<file path="src/acb_pkg.sv">
// constants, field layout and state codes for the calibration control bank
package acb_pkg;
  // register word indices; byte address is four times the index
  localparam logic [6:0] IDX_RUN   = 7'h61;  // run/hold control word
  localparam logic [6:0] IDX_CFG_A = 7'h62;  // calibration_config_a
  localparam logic [6:0] IDX_CFG_B = 7'h65;  // calibration_config_b
  localparam logic [6:0] IDX_AVG   = 7'h68;  // calibration_averaging
  localparam logic [6:0] IDX_STATE = 7'h6a;  // calibration_state, read only
  // apb byte address layout
  localparam int unsigned ADDR_W    = 12;    // paddr width
  localparam int unsigned IDX_LSB   = 2;     // word index starts here
  localparam int unsigned IDX_W     = 7;     // word index width
  localparam int unsigned DATA_W    = 32;    // apb data width
  localparam int unsigned REG_W     = 8;     // register width
  // reset values
  localparam logic [7:0] RST_RUN   = 8'h01;
  localparam logic [7:0] RST_CFG_A = 8'h01;
  localparam logic [7:0] RST_CFG_B = 8'h01;
  localparam logic [7:0] RST_AVG   = 8'h61;
  // field positions
  localparam int unsigned RUN_BIT    = 0;    // run control
  localparam int unsigned FG_SEL_BIT = 0;    // foreground_cal_select
  localparam int unsigned BG_EN_BIT  = 1;    // background_cal_enable
  localparam int unsigned FGOS_BIT   = 2;    // fg_offset_cal_enable
  localparam int unsigned BGOS_BIT   = 3;    // bg_offset_cal_enable
  localparam int unsigned OFFSET_REFERENCE_SELECT_BIT  = 2;    // offset_reference_select
  localparam int unsigned OSAVG_LSB  = 4;    // offset_average_depth low bit
  localparam int unsigned LINAVG_LSB = 0;    // linearity_average_depth low bit
  localparam int unsigned AVG_W      = 3;    // width of both depth fields
  localparam int unsigned DONE_BIT   = 0;    // foreground_complete
  localparam int unsigned STOP_BIT   = 1;    // background halt status
  localparam int unsigned CODE_LSB   = 2;    // status code low bit
  localparam int unsigned CODE_W     = 3;    // status code width
  // sequencer states, also shown as the status code
  typedef enum logic [2:0] {
    ST_IDLE  = 3'b000,                       // held or waiting for run
    ST_CLEAR = 3'b001,                       // stored values being cleared
    ST_FG    = 3'b010,                       // foreground pass running
    ST_BG    = 3'b011,                       // background calibration running
    ST_HALT  = 3'b100                        // finished, background off
  } acb_state_t;
endpackage

</file>
<file path="src/acb_cfg_if.sv">
// settings and status carried between the register bank and the sequencer
`timescale 1ns/1ps
interface acb_cfg_if;
  logic                    run;          // calibration allowed to run
  logic                    fg_sel;       // foreground_cal_select
  logic                    bg_en;        // background_cal_enable
  logic                    fgos_en;      // fg_offset_cal_enable
  logic                    bgos_en;      // bg_offset_cal_enable
  logic                    offset_reference_select;        // offset_reference_select
  logic [2:0]              offset_average_depth;       // offset_average_depth
  logic [2:0]              lin_avg;      // linearity_average_depth
  logic                    foreground_complete;      // foreground_complete status
  logic                    stopped;      // background halt status
  logic [2:0]              code;         // status code
  modport regs (output run, fg_sel, bg_en, fgos_en, bgos_en, offset_reference_select, offset_average_depth, lin_avg,
                input foreground_complete, stopped, code);
  modport seq  (input run, fg_sel, bg_en, fgos_en, bgos_en, offset_reference_select, offset_average_depth, lin_avg,
                output foreground_complete, stopped, code);
endinterface

</file>
<file path="src/acb_seq.sv">
// calibration sequencer: clear, foreground pass, background run and status
`timescale 1ns/1ps
module acb_seq (
  input  wire logic   pclk,              // control clock
  input  wire logic   presetn,           // async reset, active low
  input  wire logic   ce,                // clock enable, freezes state when low
  acb_cfg_if.seq      cfg,               // settings in, status out
  input  wire logic   fg_pass_done,      // engine pulse: foreground pass finished
  input  wire logic   bg_paused,         // engine level: background paused at phase
  output logic        cal_values_clear,  // one-cycle pulse: wipe stored values
  output logic        fg_cal_run,        // foreground linearity pass active
  output logic        fg_offset_run,     // foreground offset pass active
  output logic        bg_cal_run,        // background calibration active
  output logic        bg_offset_run,     // background offset calibration active
  output logic        offset_ref_spare,  // offset target: 0 mid-code, 1 spare converter
  output logic [2:0]  offset_avg,        // offset averaging depth in use
  output logic [2:0]  lin_avg            // linearity averaging depth in use
);
  import acb_pkg::*;

  typedef struct packed {
    acb_state_t state;                   // sequencer state
    logic       fg_sel;                  // settings latched at start
    logic       bg_en;
    logic       fgos;
    logic       bgos;
    logic       offset_reference_select;
    logic [2:0] offset_average_depth;
    logic [2:0] lin_avg;
    logic       foreground_complete;                 // foreground complete or skipped
    logic       stopped;                 // background halt status
    logic       clr;                     // clear pulse
  } acb_seq_t;

  acb_seq_t seq_reg;                     // registered state
  acb_seq_t seq_next;                    // next state

  // next-state logic
  always_comb begin
    seq_next     = seq_reg;
    seq_next.clr = 1'b0;
    if (!cfg.run) begin
      // run bit low holds state and status in reset; latched settings kept
      seq_next.state   = ST_IDLE;
      seq_next.foreground_complete = 1'b0;
      seq_next.stopped = 1'b0;
    end else begin
      unique case (seq_reg.state)
        ST_IDLE: begin
          // latch settings and clear status at start
          seq_next.fg_sel  = cfg.fg_sel;
          seq_next.bg_en   = cfg.bg_en;
          seq_next.fgos    = cfg.fgos_en;
          seq_next.bgos    = cfg.bgos_en;
          seq_next.offset_reference_select   = cfg.offset_reference_select;
          seq_next.offset_average_depth  = cfg.offset_average_depth;
          seq_next.lin_avg = cfg.lin_avg;
          seq_next.foreground_complete = 1'b0;
          seq_next.stopped = 1'b0;
          seq_next.clr     = 1'b1;      // values cleared either way
          seq_next.state   = ST_CLEAR;
        end
        ST_CLEAR: begin
          if (seq_reg.fg_sel) begin
            seq_next.state = ST_FG;     // run the foreground pass
          end else begin
            // foreground bypassed, counts as complete
            seq_next.foreground_complete = 1'b1;
            seq_next.stopped = !seq_reg.bg_en;
            seq_next.state   = seq_reg.bg_en ? ST_BG : ST_HALT;
          end
        end
        ST_FG: begin
          if (fg_pass_done) begin
            seq_next.foreground_complete = 1'b1;
            seq_next.stopped = !seq_reg.bg_en;
            seq_next.state   = seq_reg.bg_en ? ST_BG : ST_HALT;
          end
        end
        ST_BG: begin
          // halt status follows pause, drops on resume
          seq_next.stopped = bg_paused;
        end
        ST_HALT: begin
          seq_next.stopped = 1'b1;
        end
        default: begin
          seq_next.state = ST_IDLE;     // illegal code recovers
        end
      endcase
    end
  end

  // state register
  always_ff @(posedge pclk or negedge presetn) begin
    if (!presetn) begin
      seq_reg <= '{state: ST_IDLE, default: '0};
    end else if (ce) begin
      seq_reg <= seq_next;
    end
  end

  // engine controls decoded from registered state
  assign cal_values_clear = seq_reg.clr;
  assign fg_cal_run       = (seq_reg.state == ST_FG);
  assign fg_offset_run    = (seq_reg.state == ST_FG) && seq_reg.fgos;
  assign bg_cal_run       = (seq_reg.state == ST_BG);
  assign bg_offset_run    = (seq_reg.state == ST_BG) && seq_reg.bgos;
  assign offset_ref_spare = seq_reg.offset_reference_select;
  assign offset_avg       = seq_reg.offset_average_depth;
  assign lin_avg          = seq_reg.lin_avg;
  // status back to the register bank
  assign cfg.foreground_complete      = seq_reg.foreground_complete;
  assign cfg.stopped      = seq_reg.stopped;
  assign cfg.code         = seq_reg.state;
endmodule

</file>
<file path="src/acb_regs.sv">
// apb register bank for the converter calibration engine, with its sequencer
//
// How it works
// - foreground select set: clear values, run foreground
// - foreground select clear: clear values, skip foreground
// - background runs only if its enable set at start
// - reference clear: calibrate offset to mid-code
// - reference set: match primaries to spare converter
// - offset depth field bits 6:4, reset 6
// - linearity depth field bits 2:0, reset 1
// - halt bit high once background paused
// - halt bit drops when calibration resumes
// - background off: halt set after foreground
// - complete bit high after foreground done/skipped
// - status register read only, writes ignored
// - run bit low holds calibration in reset
//
// the bank answers each apb access one cycle after setup when ce is high in both cycles;
// read data is captured at the setup cycle into a flop so prdata
// never comes straight from the address decoder.
//
// Our own choice: the APB slave port.
`timescale 1ns/1ps
module acb_regs (
  input  wire logic                         pclk,             // control clock, 200 mhz
  input  wire logic                         presetn,          // async reset, active low
  input  wire logic                         ce,               // clock enable, freezes state when low
  input  wire logic                         psel,             // apb select
  input  wire logic                         penable,          // apb access phase
  input  wire logic                         pwrite,           // apb direction, high writes
  input  wire logic [acb_pkg::ADDR_W-1:0]   paddr,            // apb byte address
  input  wire logic [acb_pkg::DATA_W-1:0]   pwdata,           // apb write data
  input  wire logic [3:0]                   pstrb,            // apb byte strobes
  output logic      [acb_pkg::DATA_W-1:0]   prdata,           // apb read data, registered
  output logic                              pready,           // apb ready
  output logic                              pslverr,          // apb error, registered
  input  wire logic                         fg_pass_done,     // engine: foreground pass done pulse
  input  wire logic                         bg_paused,        // engine: background paused level
  output logic                              cal_values_clear, // pulse: wipe stored calibration
  output logic                              fg_cal_run,       // foreground linearity pass active
  output logic                              fg_offset_run,    // foreground offset pass active
  output logic                              bg_cal_run,       // background calibration active
  output logic                              bg_offset_run,    // background offset active
  output logic                              offset_ref_spare, // offset target select
  output logic      [2:0]                   offset_avg,       // offset averaging depth
  output logic      [2:0]                   lin_avg           // linearity averaging depth
);
  import acb_pkg::*;

  // word index of a byte address
  function automatic logic [IDX_W-1:0] word_idx(input logic [ADDR_W-1:0] a);
    word_idx = a[IDX_LSB +: IDX_W];
  endfunction

  // true for any index this bank answers
  function automatic logic is_mapped(input logic [ADDR_W-1:0] a);
    logic [IDX_W-1:0] i;
    i = word_idx(a);
    is_mapped = (a[IDX_LSB-1:0] == 2'b00) &&
                (a[ADDR_W-1:IDX_LSB+IDX_W] == '0) &&
                ((i == IDX_RUN) || (i == IDX_CFG_A) || (i == IDX_CFG_B) ||
                 (i == IDX_AVG) || (i == IDX_STATE));
  endfunction

  // all bank state in one record
  typedef struct packed {
    logic [REG_W-1:0]  run;              // run control word
    logic [REG_W-1:0]  cfg_a;            // calibration_config_a
    logic [REG_W-1:0]  cfg_b;            // calibration_config_b
    logic [REG_W-1:0]  avg;              // calibration_averaging
    logic [DATA_W-1:0] rdata;            // captured read data
    logic              err;              // captured error
    logic              armed;            // setup seen, answer due
  } acb_bank_t;

  acb_bank_t bank_reg;                   // registered bank
  acb_bank_t bank_next;                  // next bank value

  acb_cfg_if cfg ();                     // link to sequencer

  logic              setup_ph;           // apb setup cycle
  logic              access_ok;          // access completes this edge
  logic              wr_hit;             // write completes this edge
  logic [IDX_W-1:0]  acc_idx;            // index of current access
  logic [REG_W-1:0]  status_word;        // live status image
  logic [REG_W-1:0]  rd_word;            // read mux output

  // apb phase decode
  assign setup_ph  = psel && !penable;
  assign access_ok = psel && penable && ce && bank_reg.armed;
  assign wr_hit    = access_ok && pwrite && pstrb[0] && is_mapped(paddr);
  assign acc_idx   = word_idx(paddr);

  // status image, reserved bits zero
  always_comb begin
    status_word                          = '0;
    status_word[DONE_BIT]                = cfg.foreground_complete;
    status_word[STOP_BIT]                = cfg.stopped;
    status_word[CODE_LSB +: CODE_W]      = cfg.code;
  end

  // read mux
  always_comb begin
    unique case (acc_idx)
      IDX_RUN:   rd_word = bank_reg.run;
      IDX_CFG_A: rd_word = bank_reg.cfg_a;
      IDX_CFG_B: rd_word = bank_reg.cfg_b;
      IDX_AVG:   rd_word = bank_reg.avg;
      IDX_STATE: rd_word = status_word;
      default:   rd_word = '0;           // unmapped reads zero
    endcase
  end

  // bank next-state
  always_comb begin
    bank_next = bank_reg;
    if (setup_ph) begin
      // capture the answer at setup so it comes from a flop
      bank_next.armed = 1'b1;
      bank_next.err   = !is_mapped(paddr);
      bank_next.rdata = pwrite ? '0 : {{(DATA_W-REG_W){1'b0}}, rd_word};
    end else if (access_ok) begin
      bank_next.armed = 1'b0;
    end
    if (wr_hit) begin
      // reserved bits stored as written; software keeps defaults
      unique case (acc_idx)
        IDX_RUN:   bank_next.run   = pwdata[REG_W-1:0];
        IDX_CFG_A: bank_next.cfg_a = pwdata[REG_W-1:0];
        IDX_CFG_B: bank_next.cfg_b = pwdata[REG_W-1:0];
        IDX_AVG:   bank_next.avg   = pwdata[REG_W-1:0];
        default:   bank_next.run   = bank_reg.run;             // status write dropped
      endcase
    end
  end

  // bank register
  always_ff @(posedge pclk or negedge presetn) begin
    if (!presetn) begin
      bank_reg <= '{run:   RST_RUN,
                    cfg_a: RST_CFG_A,
                    cfg_b: RST_CFG_B,
                    avg:   RST_AVG,
                    rdata: '0,
                    err:   1'b0,
                    armed: 1'b0};
    end else if (ce) begin
      bank_reg <= bank_next;
    end
  end

  // apb answer
  assign pready  = access_ok;
  assign prdata  = bank_reg.rdata;
  assign pslverr = bank_reg.err;

  // settings to the sequencer; dependencies between enables are left to software
  assign cfg.run     = bank_reg.run[RUN_BIT];
  assign cfg.fg_sel  = bank_reg.cfg_a[FG_SEL_BIT];
  assign cfg.bg_en   = bank_reg.cfg_a[BG_EN_BIT];
  assign cfg.fgos_en = bank_reg.cfg_a[FGOS_BIT];
  assign cfg.bgos_en = bank_reg.cfg_a[BGOS_BIT];
  assign cfg.offset_reference_select   = bank_reg.cfg_b[OFFSET_REFERENCE_SELECT_BIT];
  assign cfg.offset_average_depth  = bank_reg.avg[OSAVG_LSB +: AVG_W];
  assign cfg.lin_avg = bank_reg.avg[LINAVG_LSB +: AVG_W];

  // sequencer
  acb_seq u_seq (
    .pclk             (pclk),
    .presetn          (presetn),
    .ce               (ce),
    .cfg              (cfg),
    .fg_pass_done     (fg_pass_done),
    .bg_paused        (bg_paused),
    .cal_values_clear (cal_values_clear),
    .fg_cal_run       (fg_cal_run),
    .fg_offset_run    (fg_offset_run),
    .bg_cal_run       (bg_cal_run),
    .bg_offset_run    (bg_offset_run),
    .offset_ref_spare (offset_ref_spare),
    .offset_avg       (offset_avg),
    .lin_avg          (lin_avg)
  );
endmodule

</file>
<file path="config.mk">
export PLATFORM = sky130hd
export DESIGN_NAME = acb_regs
export DESIGN_NICKNAME = d
export VERILOG_FILES = /design/src/acb_pkg.sv /design/src/acb_cfg_if.sv /design/src/acb_seq.sv /design/src/acb_regs.sv
export SDC_FILE = /design/constraint.sdc
export NUM_CORES = 1
export LEC_CHECK = 0
export BUFFER_PORTS_ARGS = -buffer_cell sky130_fd_sc_hd__buf_2
export CAP_MARGIN = 20
export CORE_MARGIN = 3
export CORE_UTILIZATION = 55
export CTS_CLUSTER_DIAMETER = 100
export DETAILED_ROUTE_END_ITERATION = 10
export GPL_ROUTABILITY_DRIVEN = 0
export GPL_TIMING_DRIVEN = 1
export PLACE_DENSITY = 0.95
export SYNTH_ARGS = -nofsm -noshare
export SYNTH_HDL_FRONTEND = slang
export SYNTH_SLANG_ARGS = --single-unit
</file>
<file path="constraint.sdc">
create_clock -name pclk -period 3.4 [get_ports pclk]
set_input_delay 0.17 -clock pclk [delete_from_list [all_inputs] [get_ports pclk]]
set_output_delay 0.17 -clock pclk [all_outputs]
set_load 0.03 [all_outputs]
</file>
==> flow_summary.toml <==
[synthesis]
yosysUniqueCellTypes = 46
async_flop_share_pct = 100
synth_seq_cells = 59
yosysTopAreaCellShare_pct = 42.5
yosys_warnings = 0
synth.largest_area_cell = "dfrtp_1"
syn_inst = 272
synth_edf_count = 0
synth.area.top_cells = "dfrtp_1 (43%), mux2_2 (17%), buf_4 (9.1%)"
synth.most_common_cell = "dfrtp_1"
synthesis.area_um2 = 3120
avgSynthCellArea_um2 = 11.5
ys_seq_area_share_pct = 47.6
synth_ff_type = "dfrtp_1"
synth_common_cells = "dfrtp_1 (53), mux2_2 (48), buf_4 (38)"

[routing]
ant_nets = 0
route.detailed.drc = 0
wl_um = 6520
drt-initial-drc-count = 151
vias_per_cell = 5.60
drtPass1Iterations = 6
wl_per_cell_um = 16.8
vias = 2174

[clock_network]
cts_inserted_buffers = 9
clk_pin_slew_ns = 0.07
cts-htree-levels = 3
post_cts_buffers = 0
clockRootBuffer = "clkbuf_8"
cts.sink_count = 59
clk_latency_ns = 0.34
cts_tree = "done"
clockBufferDepth = 2

[setup_path]
cp_cell_sequence = "nor2b_1 -> nand4_1 -> mux2_2"
worstPathArrival_ns = 2.35
r2r-start = "bank_reg[58]"
rrSetupSlack_ns = 1.27
reg2regPathDepth = 3
reg2reg_to = "u_seq.lin_avg[0]"
cp.required_ns = 3.62
endpoint_kind = "flip-flop"
worstSetupPathType = "flip-flop to flip-flop"
cp_slowest_cell = "nand4_1"
slowest_delay_ns = 0.63
worstPathMaxFanout = 13
start_kind = "flip-flop"

[floorplanning]
core_um2 = 5300
chipHeight_um = 81.3
start_util_pct = 58.8
fp.dieArea_um2 = 6610
ios = 102
die_w_um = 81.3
rows = 26

[sta]
slew_viol_final = 0
maxSlewHeadroom_pct = 44.6
rsz0062_at_grt = "false"
finClkSkew_ns = 0.0100
finalCriticalPeriod_ns = 2.13
hold_slack_ns = 0.0974
fmaxAchievable_ghz = 0.470
finalHoldViolCount = 0
finalSetupViolations = 0
finalSetupTns_ns = 0
finalCritPeriodShare_pct = 62.6
tightest_slew_ns = 0.824

[global_route]
grt_use_met3_pct = 4.32
use_met2_pct = 34.6
grt_pass1_vias = 2126
grt_pass1_wl_um = 10500
gr-total-overflow = 0
antenna_found_initial = 0
grt_max_degree = 36
grt_usage_pct = 21.7
grt-busiest-layer = "met2"
use_met1_pct = 27.3

[final_layout]
syn_to_final_growth_pct = 10.4
nNetsFinal = 369
largest_reg_flops = 33
num_antenna_cells = 0
drive_above_1_share_pct = 39.9

[job]
max_cap_viol_count = 0

[hold_path]
hold_end = "bank_reg[39]"
min-delay-start = "pwdata[5]"
min_path_type = "input port to flip-flop"
worstHoldPathCells = 2

[power]
comb_power_share_pct = 7.4
internal_power_uw = 1090
power_leakage_uw = 0.00176
sw_frac_of_total_pct = 24.6
power_density_nw_per_um2 = 419
p_sw_uw = 355
pwr-share-seq_pct = 49.0
p_clk_share_pct = 43.6
ir_drop_uv = 261

[placement]
dp_hpwl_um = 4750
numPortBuffers = 50

[outcome]
outcome = "complete, no violations"
[stage by stage]
step | std cells | instance area [um2] | util, % | power (uW) | worst slack, ns
3_5_place_dp | 371 | 3250 | 61.2 | 826 | 1.28
6_report | 388 | 3440 | 65.0 | 1440 | 1.27
2_1_floorplan | 295 | 3210 | - | 802 | 1.70
4_1_cts | 388 | 3440 | 65.0 | 1450 | 1.27
5_1_grt | 388 | 3440 | 65.0 | 1490 | 1.15
3_3_place_gp | 371 | 3250 | 61.2 | 822 | 1.37
[per-layer routing]
layer | wire length, um | up-vias
li1 | - | 1009
met1 | 2640 | 1063
met2 | 3260 | 91
met3 | 469 | 11
met4 | 156 | 0
met5 | 0 | -
[area by class of cell]
type / count / area [um2]
Multi-Input combinational cell: 183 / 1380
Clock buffer: 13 / 149
Tap cell: 70 / 87.6
Fill cell: 419 / 1860
Clock inverter: 3 / 40.0
Sequential cell: 59 / 1480
Timing Repair Buffer: 54 / 283
Inverter: 6 / 22.5
[worst max-delay path: cells and delay by family (launching register included)]
family	cells	cell delay (ns)
flops	1	0.61
mux	1	0.52
simple gates	2	0.89
[worst max path at each step]
stage                      startpoint                      to  slack [ns]  cells after the start
finish                   bank_reg[58]        u_seq.lin_avg[0]        1.27                      3
floorplan           u_seq.cfg.code[2]       u_seq.cfg.code[0]        1.70                      5
CTS                      bank_reg[58]        u_seq.lin_avg[0]        1.27                      3
global route             bank_reg[58]        u_seq.lin_avg[0]        1.15                      3
global placement         bank_reg[58]  u_seq.offset_ref_spare        1.37                      3
detailed placement       bank_reg[58]        u_seq.lin_avg[1]        1.28                      3
[power groups by stage]
stage | logic, uW | registers, uW | clock network (uW)
2_1_floorplan | 82.4 | 720 | 0
3_3_place_gp | 102 | 720 | 0
3_5_place_dp | 105 | 720 | 0
4_1_cts | 106 | 707 | 633
5_1_grt | 117 | 707 | 666
6_report | 106 | 708 | 629
[timing repair]
item,4_1_cts,5_1_grt
resized for setup,0,0
hold buffers,1,0
setup endpoints to repair,0,0
endpoints found under the hold margin,32,0
[cells by family (layout without fill, tap and decap cells)]
family / count (synthesis) / in the layout / synth area share (%)
buffers and inverters: 53 / 76 / 11.0
muxes: 54 / 54 / 19.2
other: 1 / 24 / 0.120
DFF: 59 / 59 / 47.6
and+or+nand+nor: 63 / 63 / 12.3
AOI/OAI and AO/OA: 42 / 42 / 9.70
[cells in the final DEF, fill, tap and decap left out, types with 6 or more instances in the layout]
| cell type | n |
|---|---|
| conb_1 | 24 |
| mux2_2 | 48 |
| nand2_1 | 17 |
| inv_1 | 6 |
| clkbuf_8 | 10 |
| buf_2 | 50 |
| dfstp_2 | 6 |
| mux2i_1 | 6 |
| nor2_1 | 8 |
| o21ai_0 | 9 |
| dfrtp_1 | 53 |
No activity file was read; power rests on OpenSTA's default activity.
